<file path="config.mk">
export PLATFORM = sky130hd
export DESIGN_NAME = dcp_param_map
export DESIGN_NICKNAME = d
export VERILOG_FILES = /design/src/dcp_pkg.sv /design/src/dcp_param_map.sv /design/src/dcp_decode.sv /design/src/dcp_rise.sv
export VERILOG_INCLUDE_DIRS = /design/src
export SDC_FILE = /design/constraint.sdc
export NUM_CORES = 1
export LEC_CHECK = 0
export BUFFER_PORTS_ARGS = -buffer_cell sky130_fd_sc_hd__clkbuf_2
export CAP_MARGIN = 20
export CORE_AREA = 8 8 176 112
export CTS_BUF_LIST = sky130_fd_sc_hd__clkbuf_2
export CTS_CLUSTER_DIAMETER = 150
export DETAILED_ROUTE_END_ITERATION = 16
export DIE_AREA = 0 0 184 120
export GPL_TIMING_DRIVEN = 0
export PLACE_DENSITY = 0.6
export SETUP_SLACK_MARGIN = 0.1
export SYNTH_ARGS = -nofsm -noshare
export SYNTH_HDL_FRONTEND = slang
export SYNTH_SLANG_ARGS = --single-unit
export TNS_END_PERCENT = 10
</file>
<file path="constraint.sdc">
create_clock -name clk -period 2.2 [get_ports clk]
set_input_delay 0.22 -clock clk [delete_from_list [all_inputs] [get_ports clk]]
set_output_delay 0.22 -clock clk [all_outputs]
set_load 0.1 [all_outputs]
</file>
<file path="src/dcp_consts.svh">
// offsets, field positions, reset values and limits of the drive parameter map
`ifndef DCP_CONSTS_SVH
`define DCP_CONSTS_SVH

`define DCP_ADDR_MODEL 16'h0000
`define DCP_ADDR_RATING 16'h0001
`define DCP_ADDR_SUPPLY 16'h0002
`define DCP_ADDR_FWVER 16'h0003
`define DCP_ADDR_SETPOINT 16'h0005
`define DCP_ADDR_RUNCTL 16'h0006
`define DCP_ADDR_RAMPUP 16'h0007
`define DCP_ADDR_RAMPDN 16'h0008
`define DCP_ADDR_CURRENT 16'h0009
`define DCP_ADDR_FREQ 16'h000a
`define DCP_ADDR_VOLT 16'h000b
`define DCP_ADDR_LINKV 16'h000c
`define DCP_ADDR_POWER 16'h000d
`define DCP_ADDR_STATE 16'h000e

`define DCP_RC_STOP 0
`define DCP_RC_FWD 1
`define DCP_RC_REV 2
`define DCP_RC_FRST 3
`define DCP_RC_ESTOP 4
`define DCP_RC_SRC_LO 6
`define DCP_RC_SRC_HI 7
`define DCP_RC_FSRC_LO 8
`define DCP_RC_FSRC_HI 14
`define DCP_RC_NETERR 15
// bits of the run-control word the master may change
`define DCP_RC_WMASK 16'h001f

`define DCP_ST_STOP 0
`define DCP_ST_FWD 1
`define DCP_ST_REV 2
`define DCP_ST_FAULT 3
`define DCP_ST_ACC 4
`define DCP_ST_DEC 5

`define DCP_RATING_MAX 16'h0017
`define DCP_SUPPLY_MAX 16'h0001
`define DCP_FSRC_MAX 7'h1f
`define DCP_SETPOINT_RST 16'h0000
`define DCP_RAMP_RST 16'h0064
`define DCP_SETPOINT_MAX 16'hffff
`define DCP_RAMP_MAX 16'h1770
// arbitrary neutral identity value
`define DCP_MODEL_ID 16'h00a5
`define DCP_FWVER_VAL 16'h0100

`endif

</file>
<file path="src/dcp_pkg.sv">
// types shared by the drive parameter map
`default_nettype none
package dcp_pkg;
	typedef enum logic [1:0] {DCP_OK, DCP_ERR_ADDR, DCP_ERR_WMODE, DCP_ERR_VALUE} dcp_err_e;
	typedef enum logic [1:0] {DCP_SRC_TERMINAL, DCP_SRC_KEYPAD, DCP_SRC_OPTION, DCP_SRC_SERIAL} dcp_src_e;
	typedef logic [15:0] dcp_word_t;
endpackage
`default_nettype wire

</file>
<file path="src/dcp_param_map.sv">
// common parameter map of the drive: word registers, command edges and status
// ---------------------------------------------------------------
// Notes on behaviour
// RQ1 - common map offsets fixed regardless of model variant
// RQ2 - rating word reports rating code 0 to 0x17
// RQ3 - supply class word reads 0 low class, 1 high class
// RQ4 - firmware version word read-only, packed hex, e.g. 0x0100
// RQ5 - run word bits 0,1,2 request stop, forward, reverse
// RQ6 - fault latch clears only on rising edge of run word bit 3
// RQ7 - bit 4 commands emergency stop; bit 5 ignored
// RQ8 - bits 7:6 report run/stop command source
// RQ9 - bits 14:8 report frequency source; 0-16 multi-step
// RQ10 - codes 17-19 raise/lower modes; 20-21 reserved
// RQ11 - codes 22-25 analog reference choices
// RQ12 - codes 26-31 pulse, auxiliary, serial, option, jog, process controller
// RQ13 - bit 15 set whenever a network error is detected
// RQ14 - status bits 0,1,2 stopped, forward, reverse
// RQ15 - status bits 3,4,5 fault, accelerating, decelerating
// RQ16 - measurement words read-only unsigned in fixed unit steps
// RQ17 - 16-bit words; read-only ignores writes; read/write keeps value
// RQ18 - stop and forward take effect on zero-to-one bit change
// RQ19 - write to read-only or run-locked word refused, write-mode error
// RQ20 - out-of-range value refused with illegal-value error
// RQ21 - unknown address answered with illegal-address error
// ---------------------------------------------------------------
`timescale 1ns/10ps
`default_nettype none
`include "dcp_consts.svh"
module dcp_param_map (
	input wire logic clk,
	input wire logic rst_n,
	input wire logic req_valid,
	input wire logic req_write,
	input wire dcp_pkg::dcp_word_t req_addr,
	input wire dcp_pkg::dcp_word_t req_wdata,
	output logic rsp_valid,
	output dcp_pkg::dcp_word_t rsp_rdata,
	output dcp_pkg::dcp_err_e rsp_err,
	input wire logic [4:0] rating_code,
	input wire logic supply_high,
	input wire dcp_pkg::dcp_src_e cmd_source,
	input wire logic [6:0] freq_source,
	input wire logic net_error,
	input wire logic fault_event,
	input wire logic motor_running,
	input wire logic motor_reverse,
	input wire logic motor_accel,
	input wire logic motor_decel,
	input wire dcp_pkg::dcp_word_t meas_current,
	input wire dcp_pkg::dcp_word_t meas_frequency,
	input wire dcp_pkg::dcp_word_t meas_voltage,
	input wire dcp_pkg::dcp_word_t meas_link_voltage,
	input wire dcp_pkg::dcp_word_t meas_power,
	output logic stop_cmd,
	output logic fwd_cmd,
	output logic rev_cmd,
	output logic estop_cmd,
	output logic fault_active,
	output dcp_pkg::dcp_word_t speed_setpoint,
	output dcp_pkg::dcp_word_t ramp_up_time,
	output dcp_pkg::dcp_word_t ramp_down_time
);
	import dcp_pkg::*;

	// ---------------------------------------------------------------
	// decode
	// ---------------------------------------------------------------
	dcp_err_e dec_err;
	logic [13:0] sel;
	dcp_decode u_decode (
		.addr(req_addr),
		.wdata(req_wdata),
		.is_write(req_write),
		.running(motor_running),
		.err(dec_err), // RQ1 RQ19 RQ20 RQ21
		.sel(sel)
	);

	wire wr_ok = req_valid & req_write & (dec_err == DCP_OK); // RQ17
	wire wr_rc = wr_ok & sel[5];

	// ---------------------------------------------------------------
	// writable words
	// ---------------------------------------------------------------
	dcp_word_t setpoint_q, ramp_up_q, ramp_dn_q;
	logic [4:0] rc_cmd_q;
	logic net_err_q, fault_q;

	always_ff @(posedge clk) begin
		if (!rst_n) begin
			setpoint_q <= `DCP_SETPOINT_RST;
			ramp_up_q <= `DCP_RAMP_RST;
			ramp_dn_q <= `DCP_RAMP_RST;
			rc_cmd_q <= 5'h00;
		end else begin
			if (wr_ok && sel[4]) setpoint_q <= req_wdata; // RQ17
			if (wr_ok && sel[6]) ramp_up_q <= req_wdata;
			if (wr_ok && sel[7]) ramp_dn_q <= req_wdata;
			if (wr_rc) rc_cmd_q <= req_wdata[4:0]; // RQ7
		end
	end

	// ---------------------------------------------------------------
	// command edges
	// ---------------------------------------------------------------
	logic [4:0] rc_rise;
	dcp_rise u_rise (
		.clk(clk),
		.rst_n(rst_n),
		.level(rc_cmd_q),
		.rise(rc_rise)
	);

	logic stop_q, fwd_q, rev_q, estop_q;
	always_ff @(posedge clk) begin
		if (!rst_n) begin
			stop_q <= 1'b0;
			fwd_q <= 1'b0;
			rev_q <= 1'b0;
			estop_q <= 1'b0;
		end else begin
			stop_q <= rc_rise[`DCP_RC_STOP]; // RQ5 RQ18
			fwd_q <= rc_rise[`DCP_RC_FWD]; // RQ5 RQ18
			rev_q <= rc_rise[`DCP_RC_REV]; // RQ5
			estop_q <= rc_cmd_q[`DCP_RC_ESTOP]; // RQ7
		end
	end

	wire frst_rise = rc_rise[`DCP_RC_FRST];

	// fault set wins over a coincident reset edge so no trip is lost
	always_ff @(posedge clk) begin
		if (!rst_n) begin
			fault_q <= 1'b0;
		end else if (fault_event) begin
			fault_q <= 1'b1;
		end else if (frst_rise) begin
			fault_q <= 1'b0; // RQ6
		end
	end

	// network error stays set until the master rewrites the run word
	always_ff @(posedge clk) begin
		if (!rst_n) begin
			net_err_q <= 1'b0;
		end else if (net_error) begin
			net_err_q <= 1'b1; // RQ13
		end else if (wr_rc) begin
			net_err_q <= 1'b0;
		end
	end

	// ---------------------------------------------------------------
	// read words
	// ---------------------------------------------------------------
	wire [15:0] rating_w = (16'(rating_code) > `DCP_RATING_MAX) ? `DCP_RATING_MAX : 16'(rating_code); // RQ2
	wire [15:0] supply_w = supply_high ? `DCP_SUPPLY_MAX : 16'h0000; // RQ3
	wire [6:0] fsrc_w = (freq_source > `DCP_FSRC_MAX) ? `DCP_FSRC_MAX : freq_source; // RQ9 RQ10 RQ11 RQ12
	wire [15:0] runctl_w = {net_err_q, fsrc_w, 2'(cmd_source), 1'b0, rc_cmd_q}; // RQ8 RQ9 RQ13
	wire stopped_w = ~motor_running;
	wire [15:0] state_w = {10'h000, motor_decel, motor_accel, fault_q,
		motor_running & motor_reverse, motor_running & ~motor_reverse, stopped_w}; // RQ14 RQ15

	wire [15:0] rd_mux =
		sel[0] ? `DCP_MODEL_ID :
		sel[1] ? rating_w :
		sel[2] ? supply_w :
		sel[3] ? `DCP_FWVER_VAL : // RQ4
		sel[4] ? setpoint_q :
		sel[5] ? runctl_w :
		sel[6] ? ramp_up_q :
		sel[7] ? ramp_dn_q :
		sel[8] ? meas_current : // RQ16
		sel[9] ? meas_frequency :
		sel[10] ? meas_voltage :
		sel[11] ? meas_link_voltage :
		sel[12] ? meas_power :
		sel[13] ? state_w : 16'h0000;

	// ---------------------------------------------------------------
	// response
	// ---------------------------------------------------------------
	always_ff @(posedge clk) begin
		if (!rst_n) begin
			rsp_valid <= 1'b0;
			rsp_rdata <= 16'h0000;
			rsp_err <= DCP_OK;
		end else begin
			rsp_valid <= req_valid;
			// a write answers with the old contents of the word
			rsp_rdata <= req_valid ? rd_mux : 16'h0000;
			rsp_err <= req_valid ? dec_err : DCP_OK; // RQ19 RQ20 RQ21
		end
	end

	always_ff @(posedge clk) begin
		if (!rst_n) begin
			speed_setpoint <= `DCP_SETPOINT_RST;
			ramp_up_time <= `DCP_RAMP_RST;
			ramp_down_time <= `DCP_RAMP_RST;
		end else begin
			speed_setpoint <= setpoint_q;
			ramp_up_time <= ramp_up_q;
			ramp_down_time <= ramp_dn_q;
		end
	end

	assign stop_cmd = stop_q;
	assign fwd_cmd = fwd_q;
	assign rev_cmd = rev_q;
	assign estop_cmd = estop_q;
	assign fault_active = fault_q;
endmodule // dcp_param_map
`default_nettype wire

</file>
<file path="src/dcp_decode.sv">
// address decode and write legality check of the drive parameter map
`timescale 1ns/10ps
`default_nettype none
`include "dcp_consts.svh"
module dcp_decode (
	input wire dcp_pkg::dcp_word_t addr,
	input wire dcp_pkg::dcp_word_t wdata,
	input wire logic is_write,
	input wire logic running,
	output dcp_pkg::dcp_err_e err,
	output logic [13:0] sel
);
	import dcp_pkg::*;

	wire [15:0] map_addr [0:13];
	assign map_addr[0] = `DCP_ADDR_MODEL;
	assign map_addr[1] = `DCP_ADDR_RATING;
	assign map_addr[2] = `DCP_ADDR_SUPPLY;
	assign map_addr[3] = `DCP_ADDR_FWVER;
	assign map_addr[4] = `DCP_ADDR_SETPOINT;
	assign map_addr[5] = `DCP_ADDR_RUNCTL;
	assign map_addr[6] = `DCP_ADDR_RAMPUP;
	assign map_addr[7] = `DCP_ADDR_RAMPDN;
	assign map_addr[8] = `DCP_ADDR_CURRENT;
	assign map_addr[9] = `DCP_ADDR_FREQ;
	assign map_addr[10] = `DCP_ADDR_VOLT;
	assign map_addr[11] = `DCP_ADDR_LINKV;
	assign map_addr[12] = `DCP_ADDR_POWER;
	assign map_addr[13] = `DCP_ADDR_STATE;

	wire [13:0] match;
	genvar i;
	generate
		for (i = 0; i < 14; i = i + 1) begin : g_sel
			assign match[i] = (addr == map_addr[i]);
		end
	endgenerate
	assign sel = match;

	wire hit = |sel;
	wire writable = sel[4] | sel[5] | sel[6] | sel[7];
	// ramp times cannot be retuned while the motor turns
	wire run_locked = running & (sel[6] | sel[7]);
	wire ramp_bad = (sel[6] | sel[7]) & (wdata > `DCP_RAMP_MAX);
	// run word bits above the command bits are dropped, so no run word value is illegal

	assign err = !hit ? DCP_ERR_ADDR :
		(!is_write ? DCP_OK :
		((!writable || run_locked) ? DCP_ERR_WMODE :
		(ramp_bad ? DCP_ERR_VALUE : DCP_OK)));
endmodule // dcp_decode
`default_nettype wire

</file>
<file path="src/dcp_rise.sv">
// rising-edge pulse detector for command bits
`timescale 1ns/10ps
`default_nettype none
module dcp_rise (
	input wire logic clk,
	input wire logic rst_n,
	input wire logic [4:0] level,
	output logic [4:0] rise
);
	logic [4:0] prev_q;
	always_ff @(posedge clk) begin
		if (!rst_n) begin
			prev_q <= 5'h00;
		end else begin
			prev_q <= level;
		end
	end
	assign rise = level & ~prev_q;
endmodule // dcp_rise
`default_nettype wire

</file>
==> metrics.md <==
| Metric | Value |
|---|---|
| Die height | 120 um |
| Min-Delay Path Class | in2reg |
| Layout cells sized above 1 | around 29% |
| GP Congestion | 0.9637 |
| Post-CTS setup repair buffer count | 0 |
| R2R setup slack | 0.56 ns |
| CTS tree | done |
| Arr. time, crit path | 2.75 ns |
| Synth top area share | between 40 and 50% |
| Mapped Avg Cell Area | ~8.9 um2 |
| Max-Slew Margin vs Limit | between 40% and 50% |
| P_sw | about 1.3 mW |
| Root Buffer | clkbuf_2 |
| Commonest cells in the netlist | 130 x dfxtp_1, 71 x nand2_1, 47 x and2_1 |
| P_int | 3.142 mW |
| Hold path cells | 7 |
| Critical Path Sink Type | flop |
| Area of the multi-input gates | 0.003008 mm2 |
| Worst setup SP type | input port |
| Clk_lat worst skew | 0.71 ns |
| Initial antenna violation count | 2 |
| Synth area leader | dfxtp_1 |
| Fin util | 45.97% |
| RSZ-0062 raised after global routing | true |
| Slowest CP cell | dlygate4sd3_1 |
| Worst R2R Start | fault_active |
| Core area | 0.01731 mm2 |
| Area delta synth->final | 36.23% |
| Hold wc startpoint | meas_voltage[15] |
| Drt via density | 5.263 |
| Final hold slack | between 0.05 and 0.06 ns |
| CTS Buf Count | 17 |
| # nets final | about 1,100 |
| CP max stage delay | 0.55 ns |
| Final Cycle Share | 98.77% |
| Vias in the first global route | about 6,200 |
| # clock sinks | 130 |
| Most common cell in the netlist | dfxtp_1 |
| Post-route DRC | 0 |
| Register area | about 0.0026 mm2 |
| Placed Area | 0.007172 mm2 |
| Worst path cell trace | dlygate4sd3_1, clkbuf_2, nor4_1, o21ai_1, a2111oi_4, nand3_4, buf_6, mux2i_1, nand2_1 |
| Slew Limit Fails | 0 |
| Port bufs | 206 |
| Sw frac | between 20% and 30% |
| Synth area leaders | dfxtp_1 45%, mux2i_1 6.0%, and2_1 5.0% |
| Worst-Margin Slew | around 0.89 ns |
| R2R cell count | 6 |
| Via count | 6,263 |
| Gate power share | 13.0% |
| Clk_skew | 0.05413 ns |
| First-pass GRT wire length | 36,180 um |
| Final critical-path required period | 2.173 ns |
| DRT iter0 DRCs | 635 |
| Synthesized area | 0.005841 mm2 |
| Routed len/inst | approximately 20 um |
| Post-route cell area | a little under 0.008 mm2 |
| Clock Power Share | between 30% and 40% |
| Seq cells post-synth | 130 |
| Maximum capacitance violations | 0 |
| H-tree levels | 4 |
| Largest net degree at the start of global routing | 17 |
| Gr ovfl total | 0 |
| Final ANT Viol Nets | 0 |
| Dpl hpwl | 19,160 um |
| Worst VDD drop | about 290 uV |
| Fmax | 460.2 MHz |
| Synth Flop Type | dfxtp_1 |
| Clk slew on worst S/H paths | roughly 0.22 ns |
| Die width | about 180 um |
| Worst Hold End | rsp_rdata[15] |
| Initial Util | about a third |
| Async set or reset register ratio after synthesis | 0% |
| Critical R2R Capture | rsp_rdata[3] |
| Clock buffer depth | 2 |
| Flop pwr share | 53.2% |
| Non-filler cells, final | roughly 1,200 |
| Hold Vio Cnt, Final | 0 |
| Die Area | 0.02208 mm2 |
| Crit-path max FO | 10 |
| YS warnings | 0 |
| Total placed cells including tap cells | 1,104 |
| Setup violations, final | 0 |
| Sequential share of the synthesized area | around 45% |
| Post-Route WL | 24,110 um |
| GRT Resource Usage Total | around a fifth |
| Req. time, crit path | 2.78 ns |
| Power per cell area | 559.8 mW/mm2 |
| Layout fillers | around 1,800 |
| Synthesized net count | 795 |
| Rows | 38 |
| Post-synthesis cell type count | 59 |
| Drt pass-1 iters | 6 |
| Status | finished, final reports clean |
| Ant. Diodes | 0 |
| Post-synth EDFFs | 0 |
| Pleak | around 3.5 nW |
| Cells after synthesis | around 660 |
| WS Path Type | in2reg |
| I/O pin total | 209 |
[kinds of logic (layout without fill, tap and decap cells)]
logic type | count (synthesis) | count (layout) | share of synthesized area (%)
mux | 42 | 42 | 7.348
buf+inv | 53 | 345 | 3.984
simple gates | 271 | 271 | 26.03
compound gates | 162 | 162 | 18.08
flops | 130 | 130 | 44.56
[registers in the layout (all words and copies together), names as in the netlist]
name	flops
speed_setpoint	16
rsp_err	2
rev_cmd	1
fwd_cmd	1
ramp_up_time	16
fault_active	1
net_err_q	1
estop_cmd	1
stop_cmd	1
ramp_down_time	16
ramp_dn_q	16
rc_cmd_q	5
rsp_valid	1
ramp_up_q	16
u_rise.prev_q	4
rsp_rdata	16
setpoint_q	16
[what timing repair did]
item	in CTS	in global routing
hold endpoints to repair	66	0
resized for setup	0	3
endpoints found under the setup margin	0	14
hold buffers	54	0
[layout make-up]
class | count | share of cell area, %
multi-input cells | 475 | 37.80
flip-flops and latches | 130 | 32.71
repair buffers | 260 | 19.75
well taps | 240 | 3.774
plain buffers | 45 | 2.563
clock inverters | 15 | 1.950
clock buffers | 17 | 1.069
inverters | 8 | 0.3774
[power by group through the flow]
stage	sequential, mW	clock, mW	combinational, mW
2_1_floorplan	2.44	0	0.219
3_3_place_gp	2.41	0	0.487
3_5_place_dp	2.41	0	0.488
4_1_cts	2.37	1.53	0.563
5_1_grt	2.37	1.63	0.618
6_report	2.37	1.51	0.577
[critical path, delay by kind of cell]
kind                   cells  cell delay, ns
AOI/OAI and AO/OA          2            0.75
buffers and inverters      3            0.95
muxes                      1            0.15
and+or+nand+nor            3            0.68
[cells in the final DEF, fill, tap and decap left out, types with 4 or more instances in the layout]
cell type | synthesis | final
clkbuf_2 | 0 | 224
dfxtp_1 | 130 | 130
nand2_1 | 71 | 71
dlygate4sd3_1 | 0 | 54
and2_1 | 47 | 47
a21oi_1 | 46 | 46
mux2i_1 | 35 | 35
o21ai_0 | 33 | 32
nand3_1 | 30 | 30
clkbuf_1 | 29 | 29
nor2b_1 | 29 | 29
nor2_1 | 29 | 28
o22ai_1 | 15 | 15
a21boi_0 | 13 | 13
nand2b_1 | 12 | 12
and3_1 | 11 | 11
nor3_1 | 10 | 10
buf_2 | 9 | 9
o221ai_1 | 9 | 9
o211ai_1 | 9 | 9
inv_1 | 8 | 8
mux2_2 | 7 | 7
nand4_1 | 7 | 7
a31oi_1 | 5 | 5
inv_6 | 0 | 5
a221oi_1 | 4 | 4
clkinv_2 | 0 | 4
[worst max-delay path by stage]
| stage | endpoint | slack, ns | start |
|---|---|---|---|
| after floorplan | ramp_dn_q[2] | 0.22 | req_addr[1] |
| after global placement | rsp_rdata[5] | -0.52 | req_addr[6] |
| after detailed placement | rsp_rdata[5] | -0.52 | req_addr[6] |
| after CTS | ramp_up_q[2] | 0.10 | req_wdata[3] |
| after global routing | ramp_up_q[2] | 0.009 | req_wdata[3] |
| final | ramp_dn_q[5] | 0.03 | req_wdata[3] |
[layer usage]
metal  part of all wire [%]  wire [um]  GRT usage (%)  vias up
li1                       -          -              -     2908
met1                     46      11170          30.47     2950
met2                     40       9686          29.68      357
met3                     12       2883          8.029       44
met4                    1.4        340          5.321        4
met5                   0.11         26              0        -
[stage by stage]
| step | setup slack, ns | setup TNS (ns) | power (mW) |
|---|---|---|---|
| after floorplan | 0.2196 | 0 | 2.655 |
| after CTS | 0.1041 | 0 | 4.456 |
| after global placement | -0.5188 | -10.60 | 2.901 |
| after detailed placement | -0.5160 | -11.77 | 2.901 |
| after global routing | 0.008927 | 0 | 4.621 |
| final | 0.02706 | 0 | 4.454 |
Power figures use the tool's default switching activity.
